--- config.mk ---
export PLATFORM = sky130hd
export DESIGN_NAME = mis_exec
export DESIGN_NICKNAME = d
export VERILOG_FILES = /design/src/shared/mis_pkg.sv /design/src/shared/mis_sfr_if.sv /design/src/rtl/mis_sfr_page.sv /design/src/rtl/mis_exec.sv
export SDC_FILE = /design/constraint.sdc
export NUM_CORES = 1
export LEC_CHECK = 0
export ABC_AREA = 1
export BUFFER_PORTS_ARGS = -buffer_cell sky130_fd_sc_hd__clkbuf_2
export CAP_MARGIN = 25
export CORE_MARGIN = 2
export CORE_UTILIZATION = 45
export DETAILED_ROUTE_END_ITERATION = 10
export GPL_TIMING_DRIVEN = 0
export MAX_ROUTING_LAYER = met4
export PLACE_DENSITY = 0.72
export SLEW_MARGIN = 20
export SYNTH_ARGS = -nofsm -noshare
export SYNTH_HDL_FRONTEND = slang
export SYNTH_SLANG_ARGS = --single-unit
export TNS_END_PERCENT = 1
--- constraint.sdc ---
create_clock -name clk -period 1.3 [get_ports clk]
set_input_delay 0.13 -clock clk [delete_from_list [all_inputs] [get_ports clk]]
set_output_delay 0.13 -clock clk [all_outputs]
set_load 0.02 [all_outputs]
--- src/shared/mis_pkg.sv ---
// How it works
// - OR immediate into working register, store it, zero flag follows the result
// - SFR page read copies addressed register 5..15 into working register, flags kept
// - SFR page write stores working register into page register 0..15, flags kept
// - Long call pushes next address on return stack, loads 10-bit target
// - Long branch loads 10-bit target, no push, no flag change
// - Load immediate puts 8-bit operand in working register, flags kept
`default_nettype none
package mis_pkg;
    localparam int INSTR_W = 14;
    localparam int PC_W    = 10;
    localparam int DATA_W  = 8;
    localparam int SFR_AW  = 4;
    localparam int SFR_NUM = 16;

    localparam logic [SFR_AW-1:0] SFR_READ_MIN = 4'h5;
    localparam logic [PC_W-1:0]   PC_RESET     = 10'h000;
    localparam logic [DATA_W-1:0] ACC_RESET    = 8'h00;
    localparam logic [DATA_W-1:0] SFR_RESET    = 8'h00;

    // Opcode fields: [13:10] for jumps, [13:8] for immediates, [13:4] for SFR ops
    localparam logic [3:0] OPC_LONG_CALL   = 4'hC;
    localparam logic [3:0] OPC_LONG_BRANCH = 4'hD;
    localparam logic [5:0] OPC_LOAD_IMM    = 6'h04;
    localparam logic [5:0] OPC_OR_IMM      = 6'h05;
    localparam logic [9:0] OPC_SFR_READ    = 10'h003;
    localparam logic [9:0] OPC_SFR_WRITE   = 10'h002;

    typedef enum logic [2:0] {
        MIS_OP_NONE      = 3'b000,
        MIS_OP_OR_IMM    = 3'b001,
        MIS_OP_LOAD_IMM  = 3'b010,
        MIS_OP_SFR_READ  = 3'b011,
        MIS_OP_SFR_WRITE = 3'b100,
        MIS_OP_CALL      = 3'b101,
        MIS_OP_BRANCH    = 3'b110
    } mis_op_t;
endpackage
`default_nettype wire

--- src/shared/mis_sfr_if.sv ---
`timescale 1ns/1ps
`default_nettype none
interface mis_sfr_if;
    import mis_pkg::*;
    logic                 wr_en;
    logic [SFR_AW-1:0]    addr;
    logic [DATA_W-1:0]    wdata;
    logic [DATA_W-1:0]    rdata;

    modport exec (output wr_en, output addr, output wdata, input rdata);
    modport page (input wr_en, input addr, input wdata, output rdata);
endinterface
`default_nettype wire

--- src/rtl/mis_sfr_page.sv ---
`timescale 1ns/1ps
`default_nettype none
module mis_sfr_page
    import mis_pkg::*;
(
    input  wire logic clk,
    input  wire logic nrst,
    mis_sfr_if.page   sfr
);
    typedef struct packed {
        logic [SFR_NUM-1:0][DATA_W-1:0] regs;
    } mis_page_t;

    mis_page_t page_reg;
    mis_page_t page_next;

    // =====================================================
    // Write port
    // =====================================================
    always_comb begin
        page_next = page_reg;
        if (sfr.wr_en) begin
            page_next.regs[sfr.addr] = sfr.wdata;
        end
    end

    always_ff @(posedge clk or negedge nrst) begin
        if (!nrst) begin
            page_reg <= '{regs: {SFR_NUM{SFR_RESET}}};
        end else begin
            page_reg <= page_next;
        end
    end

    // =====================================================
    // Read port
    // =====================================================
    // low addresses read zero
    assign sfr.rdata = (sfr.addr >= SFR_READ_MIN) ? page_reg.regs[sfr.addr] : 8'h00;
endmodule // mis_sfr_page
`default_nettype wire

--- src/rtl/mis_exec.sv ---
`timescale 1ns/1ps
`default_nettype none
module mis_exec
    import mis_pkg::*;
#(
    parameter int STACK_DEPTH = 8
) (
    input  wire logic               clk,
    input  wire logic               nrst,
    input  wire logic [INSTR_W-1:0] pmem_data,
    output logic      [PC_W-1:0]    pmem_addr,
    output logic      [DATA_W-1:0]  working_register,
    output logic                    zero_flag,
    output logic      [PC_W-1:0]    program_counter,
    output logic      [$clog2(STACK_DEPTH)-1:0] stack_level
);
    localparam int SP_W = $clog2(STACK_DEPTH);

    // =====================================================
    // Parameter check
    // =====================================================
    generate
        if (STACK_DEPTH < 2 || (1 << SP_W) != STACK_DEPTH) begin : g_bad_depth
            $error("STACK_DEPTH must be a power of two, at least 2");
        end
    endgenerate

    typedef struct packed {
        logic [PC_W-1:0]                   pc;
        logic [PC_W-1:0]                   exec_pc;
        logic                              fetch_valid;
        logic [DATA_W-1:0]                 acc;
        logic                              zflag;
        logic [SP_W-1:0]                   sp;
        logic [STACK_DEPTH-1:0][PC_W-1:0]  stack;
    } mis_state_t;

    mis_state_t state_reg;
    mis_state_t state_next;

    mis_sfr_if sfr ();

    mis_sfr_page u_sfr_page (
        .clk  (clk),
        .nrst (nrst),
        .sfr  (sfr.page)
    );

    // =====================================================
    // Decode
    // =====================================================
    function automatic mis_op_t decode_op(input logic [INSTR_W-1:0] ins);
        mis_op_t op;
        op = MIS_OP_NONE;
        if (ins[13:10] == OPC_LONG_CALL) begin
            op = MIS_OP_CALL;
        end else if (ins[13:10] == OPC_LONG_BRANCH) begin
            op = MIS_OP_BRANCH;
        end else if (ins[13:8] == OPC_OR_IMM) begin
            op = MIS_OP_OR_IMM;
        end else if (ins[13:8] == OPC_LOAD_IMM) begin
            op = MIS_OP_LOAD_IMM;
        end else if (ins[13:4] == OPC_SFR_READ) begin
            op = MIS_OP_SFR_READ;
        end else if (ins[13:4] == OPC_SFR_WRITE) begin
            op = MIS_OP_SFR_WRITE;
        end
        return op;
    endfunction

    mis_op_t            op;
    logic [DATA_W-1:0]  imm;
    logic [PC_W-1:0]    target;
    logic [DATA_W-1:0]  or_result;

    // Fetched word is discarded while a jump refills the pipe
    assign op        = state_reg.fetch_valid ? decode_op(pmem_data) : MIS_OP_NONE;
    assign imm       = pmem_data[DATA_W-1:0];
    assign target    = pmem_data[PC_W-1:0];
    assign or_result = state_reg.acc | imm;

    assign sfr.addr  = pmem_data[SFR_AW-1:0];
    assign sfr.wdata = state_reg.acc;
    assign sfr.wr_en = (op == MIS_OP_SFR_WRITE);

    // =====================================================
    // Execute
    // =====================================================
    always_comb begin
        state_next             = state_reg;
        state_next.pc          = state_reg.pc + 10'h001;
        state_next.exec_pc     = state_reg.pc;
        state_next.fetch_valid = 1'b1;
        case (op)
            MIS_OP_OR_IMM: begin
                state_next.acc   = or_result;
                state_next.zflag = (or_result == 8'h00);
            end
            MIS_OP_LOAD_IMM: begin
                state_next.acc = imm;
            end
            MIS_OP_SFR_READ: begin
                state_next.acc = sfr.rdata;
            end
            MIS_OP_CALL: begin
                state_next.stack[state_reg.sp] = state_reg.exec_pc + 10'h001;
                state_next.sp                  = state_reg.sp + 1'b1;
                state_next.pc                  = target;
                state_next.fetch_valid         = 1'b0;
            end
            MIS_OP_BRANCH: begin
                state_next.pc          = target;
                state_next.fetch_valid = 1'b0;
            end
            default: begin
            end
        endcase
    end

    always_ff @(posedge clk or negedge nrst) begin
        if (!nrst) begin
            state_reg <= '{pc: PC_RESET, exec_pc: PC_RESET, fetch_valid: 1'b0,
                           acc: ACC_RESET, zflag: 1'b0, sp: '0,
                           stack: {STACK_DEPTH{PC_RESET}}};
        end else begin
            state_reg <= state_next;
        end
    end

    assign pmem_addr        = state_reg.pc;
    assign working_register = state_reg.acc;
    assign zero_flag        = state_reg.zflag;
    assign program_counter  = state_reg.exec_pc;
    assign stack_level      = state_reg.sp;
endmodule // mis_exec
`default_nettype wire

# [Yosys cells after proc, flatten, opt, wreduce, memory -nomap -nowiden]
# Cells that the tools add are included.
[word_totals] ff_bits=161 output_inout_bits=32 word_cells=60
[op_classes] add_sub_neg=2 order_cmp=3 eq_ne=12 mux=16 bitwise_logic=1 reduce_logical=4
[ops] op="128-bit bitwise mux" n=1
[ops] op="8-bit binary-select mux with 4-bit select" n=1
[ops] op="8-bit demux with 4-bit select" n=1
[ops] op="8-bit two-way mux" n=3
[ops] op="8-bit case mux with 3 select lines" n=1
[ops] op="3-bit two-way mux" n=7
[ops] op="10-bit by 2-bit == test with 1-bit output (second input constant)" n=2
[ops] op="6-bit by 3-bit == test with 1-bit output (second input constant)" n=2
[ops] op="10-bit by 1-bit adder with 10-bit output (second input constant)" n=1
[ops] op="10-bit two-way mux" n=1
[ops] op="3-bit == test (second input constant)" n=3
[ops] op="4-bit == test (second input constant)" n=2
[ops] op="8-bit logical NOT" n=1
[ops] op="8-bit bitwise OR" n=1
[ops] op="3-bit by 2-bit == test with 1-bit output (second input constant)" n=2
[ops] op="4-bit by 5-bit less-than comparator with 1-bit output (second input constant)" n=1
[ops] op="4-bit by 1-bit greater-or-equal comparator with 1-bit output (second input constant)" n=1
[ops] op="4-bit by 3-bit greater-or-equal comparator with 1-bit output (second input constant)" n=1
[ops] op="3-bit by 1-bit adder with 3-bit output (second input constant)" n=1
[ops] op="3-bit by 1-bit == test with 1-bit output (second input constant)" n=1
[ops] op="3-bit nonzero test" n=1
[ops] op="2-bit OR reduction" n=1
[ops] op="1-bit logical AND" n=1
[ops] op="1-bit two-way mux" n=1

# [Logic depth before layout (Yosys ltp)]
[depth] ltp_word=11 depth_mapped=13 depth_no_buf=13

# [By module]
# A second synthesis with hierarchy kept.
[hier_totals] cells_unflattened=796 area_unflattened_um2=6242.2
[modules_own_cells] mod="mis_sfr_page" instances=1 cells_each=541 area_each_um2=4207.8 seq_area_each_um2=2202.1
[modules_own_cells] mod="mis_exec" instances=1 cells_each=255 area_each_um2=2034.5 seq_area_each_um2=825.8

# [Worst setup path after synthesis]
# No wires, ideal clock.
[synth_path] path_type="input -> register" startpoint="input port pmem_data[13]" endpoint="register state_reg (netlist bit working_register[6])" setup_ps=117 arrival_time_ps=1532 required_time_ps=1183 setup_slack_ps=-349 cell_stages=12 n_path_buf=1 path_cell_list="nor2_1 and2_1 nand2_1 nand3_1 nand2_1 nor2_2 clkinv_1 buf_2 nand2_1 nand3_1 nand2_1 nand2_1"
[synth_between] elab_chain_len=10
[synth_rtl] element="from (decl)" line_no="mis_exec.sv:10" text="input wire logic [INSTR_W-1:0] pmem_data,"
[synth_rtl] element="10-bit by 2-bit == test with 1-bit output" line_no="mis_exec.sv:65" text="end else if (ins[13:4] == OPC_SFR_WRITE) begin"
[synth_rtl] element="3-bit two-way mux" line_no="mis_exec.sv:65"
[synth_rtl] element="3-bit two-way mux" line_no="mis_exec.sv:63" text="end else if (ins[13:4] == OPC_SFR_READ) begin"
[synth_rtl] element="3-bit two-way mux" line_no="mis_exec.sv:61" text="end else if (ins[13:8] == OPC_LOAD_IMM) begin"
[synth_rtl] element="3-bit two-way mux" line_no="mis_exec.sv:59" text="end else if (ins[13:8] == OPC_OR_IMM) begin"
[synth_rtl] element="3-bit two-way mux" line_no="mis_exec.sv:57" text="end else if (ins[13:10] == OPC_LONG_BRANCH) begin"
[synth_rtl] element="3-bit two-way mux (*)" line_no="mis_exec.sv:55" text="if (ins[13:10] == OPC_LONG_CALL) begin"
[synth_rtl] element="3-bit two-way mux (*)" line_no="mis_exec.sv:77" text="assign op = state_reg.fetch_valid ? decode_op(pmem_data) : MIS_OP_NONE;"
[synth_rtl] element="3-bit by 2-bit == test with 1-bit output or 3-bit by 1-bit == test with 1-bit output (tied branches)" line_no="mis_exec.sv:94" text="case (op)"
[synth_rtl] element="8-bit case mux with 3 select lines or 3-bit nonzero test (tied branches)"
[synth_rtl] element="to (signal assigned)" line_no="mis_exec.sv:122" text="state_reg <= '{pc: PC_RESET, exec_pc: PC_RESET, fetch_valid: 1'b0,"
[synth_rtl] element="to (signal assigned)" line_no="mis_exec.sv:126" text="state_reg <= state_next;"
[synth_rtl] element="to (decl)" line_no="mis_exec.sv:38" text="mis_state_t state_reg;"
# Mark *: on every way between the ends. The rest lies on a longest branch, timed or not.
# A chain may end at the register's enable or synchronous reset.

# [Worst setup path after layout]
[layout_path] startpoint="register state_reg[92] (netlist name)" endpoint="register u_sfr_page.page_reg[123] (netlist name)"
[layout_between] elab_chain_len=2
[layout_rtl] element="3-bit two-way mux" line_no="mis_exec.sv:77"
[layout_rtl] element="3-bit == test" line_no="mis_exec.sv:84" text="assign sfr.wr_en = (op == MIS_OP_SFR_WRITE);"
[layout_rtl] element="to (signal assigned)" line_no="mis_sfr_page.sv:29" text="page_reg <= '{regs: {SFR_NUM{SFR_RESET}}};"
[layout_rtl] element="to (signal assigned)" line_no="mis_sfr_page.sv:31" text="page_reg <= page_next;"
[layout_rtl] element="to (decl)" line_no="mis_sfr_page.sv:14" text="mis_page_t page_reg;"
# Every way passes these cells.

==> results.md <==
Power and ir drop:
- The largest voltage drop on the vdd net is 1.131 mV.
- The proportion of total power due to net switching is 0.3439.
- The net switching power figure is 5.663 mW.
- Of the total power, combinational logic draws 0.291.
- The internal power of the cells totals 10.80 mW.
- For this design the static power due to leakage is 5.464 nW.
- The total power divided by cell area is 1668 mW/mm².
- The sequential share of power is 0.397.
- Of the total power, the clock network draws 0.313.

Clock tree:
- The clock latency of the later-clocked register in the worst-skew pair is 0.44 ns.
- The number of clock buffers added by TritonCTS is 17.
- The number of levels in the clock H-tree is 4.
- The root buffer cell chosen for the clock tree is sky130_fd_sc_hd__clkbuf_16.
- The clock net in this run drives a total of 157 sinks.
- The TritonCTS clock tree is built.
- The clock transition at the registers of the reported paths is 0.06 ns.
- The longest clock path from root to sink contains 2 buffers.

Setup path:
- The buffer and inverter count on the worst path is 3.
- The critical path goes through nand2_2, inv_2, nor3_4, buf_12, buf_12, nand2_2, nand2_1, nand2_1.
- The critical path endpoint category is a flop.
- Along the worst path, the maximum fanout reaches 10.
- Across all register-to-register paths, the minimum setup slack is -0.24 ns.
- For this design, the slowest cell found on the critical path is sky130_fd_sc_hd__dfrtp_2.
- The critical path data arrival time is 1.87 ns.
- The critical path data required time is 1.63 ns.
- The critical path's largest stage delay is 0.45 ns.
- Counting cells, the worst reg-to-reg path comes to 8.
- The critical path launch point type is a flop.
- Counting buffers and inverters, the worst setup path is 8 cells deep.
- Grouping stages by cell kind, the critical path spends the most delay in simple AND/OR/NAND/NOR gates.
- The endpoint identified for the worst register-to-register timing path is u_sfr_page.page_reg[123].
- The launch point of the worst path is state_reg[92].
- The end point of the critical path is u_sfr_page.page_reg[123].
- The worst setup path is of the reg2reg kind.
- The launch point of the worst reg-to-reg path is state_reg[92].

STA:
- The maximum achievable frequency is 649.6 MHz.
- The count of final max-slew check failures was 0.
- The final number of hold-violating endpoints is 0.
- After layout, the worst setup slack is -0.2395 ns.
- The count of endpoints failing setup in the final report is 144.
- After routing, the total negative slack on setup checks comes to -25.28 ns.
- The transition time at the pin with the least slew margin is 0.6323 ns.
- The worst clock skew is 0.01000 ns.
- The normalized max-slew margin is 0.5784.
- Across all hold checks on the routed design, the worst slack comes to 0.01425 ns.
- The fraction of the cycle the final worst path needs is 1.184.
- The minimum clock period is 1.539 ns.
- Setup repair after global routing could not meet its margin everywhere.

Cells and area:
- The number of flip-flops in the largest register is 124.
- Of the cells placed in the final design, the portion with a size suffix greater than 1 is 0.1904.
- The growth of design area from synthesis to finish is 22.20%.
- The leading cell type in the layout, fill and taps excluded is sky130_fd_sc_hd__nand2_1.
- The net total in the final layout is 1,208.
- The footprint of the flip-flops and latches is 0.003933 mm².
- In the layout the commonest cells are sky130_fd_sc_hd__nand2_1 (534), sky130_fd_sc_hd__nand3_1 (195), sky130_fd_sc_hd__dfrtp_1 (154), sky130_fd_sc_hd__clkbuf_2 (58), sky130_fd_sc_hd__buf_4 (37).
- The filler cells instantiated in the layout total 1,618.
- Summing all multi-input logic gate instances after layout gives 0.003900 mm².
- The repair_antennas step left the layout with diodes totalling 0.

Outcome:
- The checks that failed: negative setup slack.
- The flow ran to the end, but the final reports show violations.

Drt:
- The number of DRC markers after the initial detailed-route iteration is 771.
- After detailed routing, the average wire length per cell comes to 16.93 µm.
- The via count normalized by instance count is 5.511.
- The detail route stage leaves a number of antenna-violating nets equal to 0.
- The number of iterations in the first detailed-routing pass is 6.
- The vias after detailed routing is 7,869.
- After detailed routing, the number of remaining DRC violations is 0.
- The total length of routed wires is 24,180 µm.

GRT:
- The number of global-route vias before repair is 7,578.
- The total global-route track usage is 0.2768.
- The largest net degree at the start of global routing is 62.
- The first global-routing pass estimated 38,670 µm of wire.
- For this run the aggregate overflow at the end of global routing stands at 0.
- The initial antenna violation count is 0.

Yosys:
- By area, the combinational part of the netlist is dominated by simple AND/OR/NAND/NOR gates.
- The share of the synthesized area in compound gates (AO/OA/AOI/OAI) is 0.006197.
- The sequential share of the synthesized area is 0.4864.
- Of the total synthesized cell area, the portion taken by XOR and XNOR cells is 0.008675.
- During synthesis, Yosys emitted a total of 0 warnings.
- The number of distinct standard cells referenced by the synthesized netlist is 25.
- The cell count after synthesis is 1,119.
- The simple-gate portion of the synthesized area is 0.4245.
- The synthesized cell area is 0.008076 mm².
- Synthesis produced a netlist with a net count of 1,137.
- Measured against the total synthesized area, the mux share comes to 0.
- The average cell area after synthesis is 7.218 µm².
- The adder and majority cell fraction of the synthesized area is 0.003098.
- The synthesized design contains 157 register bits.

Placed design:
- Summed over all nets, the half-perimeter wirelength after detailed placement is 16,510 µm.
- The count of buffers added on input and output ports is 44.
- Routability-driven placement finished with a final weighted congestion of 1.022.
- Before CTS, the worst setup slack after placement is -0.9848 ns.

Floorplanning:
- The number of rows in the core area is 48.
- The initial utilization of the core area, before any placement, comes to 0.4637.
- The I/O pin total is 48.
- The die is 138.0 µm wide.
- The floorplan step defined a core boundary enclosing 0.01742 mm².
- The die covers 0.01904 mm².
- In this run the vertical extent of the chip is 138.0 µm.

Hold path:
- The type of the tightest min-delay check is in2reg.
- Counting instances, the worst hold path has a depth of 3.

Flow run:
- Across the run, the number of max-cap violations was 0.
==> Yosys cell counts <==
library cell	number	area, µm²
sky130_fd_sc_hd__xor2_1	4	35.03
sky130_fd_sc_hd__a21oi_1	2	10.01
sky130_fd_sc_hd__nor2_1	37	138.9
sky130_fd_sc_hd__ha_1	2	25.02
sky130_fd_sc_hd__xnor2_1	4	35.03
sky130_fd_sc_hd__clkbuf_1	35	131.4
sky130_fd_sc_hd__inv_2	4	15.01
sky130_fd_sc_hd__dfrtp_1	157	3929
sky130_fd_sc_hd__and2_1	1	6.260
sky130_fd_sc_hd__clkbuf_2	1	5.000
sky130_fd_sc_hd__nand2_1	559	2098
sky130_fd_sc_hd__nor3_4	1	16.27
sky130_fd_sc_hd__o21ai_0	7	35.03
sky130_fd_sc_hd__o21ai_1	1	5.000
sky130_fd_sc_hd__inv_1	22	82.58
sky130_fd_sc_hd__nand3_1	199	996.0
sky130_fd_sc_hd__buf_1	8	30.03
sky130_fd_sc_hd__nor3_1	2	10.01
sky130_fd_sc_hd__buf_4	31	232.7
sky130_fd_sc_hd__clkinv_1	2	7.510
sky130_fd_sc_hd__buf_2	14	70.07
sky130_fd_sc_hd__nor2_2	1	6.260
sky130_fd_sc_hd__nand4_1	19	118.9
sky130_fd_sc_hd__nor4_1	2	12.51
sky130_fd_sc_hd__or2_2	4	25.02
==> power groups by stage <==
stage | Sequential (mW) | Combinational [mW] | Clock [mW]
finish | 6.53 | 4.78 | 5.15
global route | 6.68 | 5.30 | 5.39
CTS | 6.51 | 4.55 | 5.18
detailed placement | 6.58 | 4.34 | 0
global placement | 6.56 | 4.25 | 0
floorplan | 6.41 | 3.04 | 0
==> per-stage QoR <==
stage	total power [mW]	instance area, µm²	instances	util
detailed placement	10.92	8770	1390	0.5035
finish	16.47	9869	1428	0.5667
global route	17.38	9869	1428	0.5667
CTS	16.25	9721	1428	0.5581
floorplan	9.444	8204	1119	-
global placement	10.80	8706	1388	0.4999
==> area by class of cell <==
class                   instances  area share
inverters                      28     0.01166
clock buffers                  19     0.04488
repair buffers                 52     0.04019
flip-flops and latches        157      0.3985
plain buffers                  89     0.06440
well taps                     225     0.02852
multi-input cells             845      0.3952
clock inverters                13     0.01673
==> per-layer routing <==
metal,wire length [µm],part of all wire,global-route usage,vias up
li1,-,-,-,3691
met1,10010,0.41,0.3449,3707
met2,11320,0.47,0.4343,388
met3,1955,0.081,0.05665,83
met4,897,0.037,0.1304,0
met5,0,0,-,-
==> worst reg2reg max path, delay by kind of cell, from the launching register on <==
kind / cells / cell delay [ns]
buffers and inverters: 3 / 0.39
and+or+nand+nor: 5 / 0.59
DFF: 1 / 0.45
==> how the worst min path moves through the flow <==
stage / from / endpoint / slack, ns
finish: pmem_data[4] / pmem_addr[4] / 0.01
global route: pmem_data[4] / pmem_addr[4] / 0.04
CTS: pmem_data[5] / pmem_addr[5] / 0.007
detailed placement: nrst / u_sfr_page.page_reg[125] / 0.08
global placement: pmem_addr[9] / program_counter[9] / 0.40
floorplan: nrst / pmem_addr[0] / -0.17
==> kinds of logic after synthesis <==
kind of cell             after synthesis
flip-flops                           157
adder cells (fa/ha/maj)                2
AO/OA/AOI/OAI                         10
XOR/XNOR                               8
AND/OR/NAND/NOR                      825
buffers and inverters                117
==> timing repair <==
action,in CTS,in global routing
gates resized for setup,91,51
hold endpoints to repair,62,0
pin swaps,4,2
setup buffers,1,0
endpoints found under the setup margin,146,155
hold buffers,5,0
No activity file was read; power rests on OpenSTA's default activity.
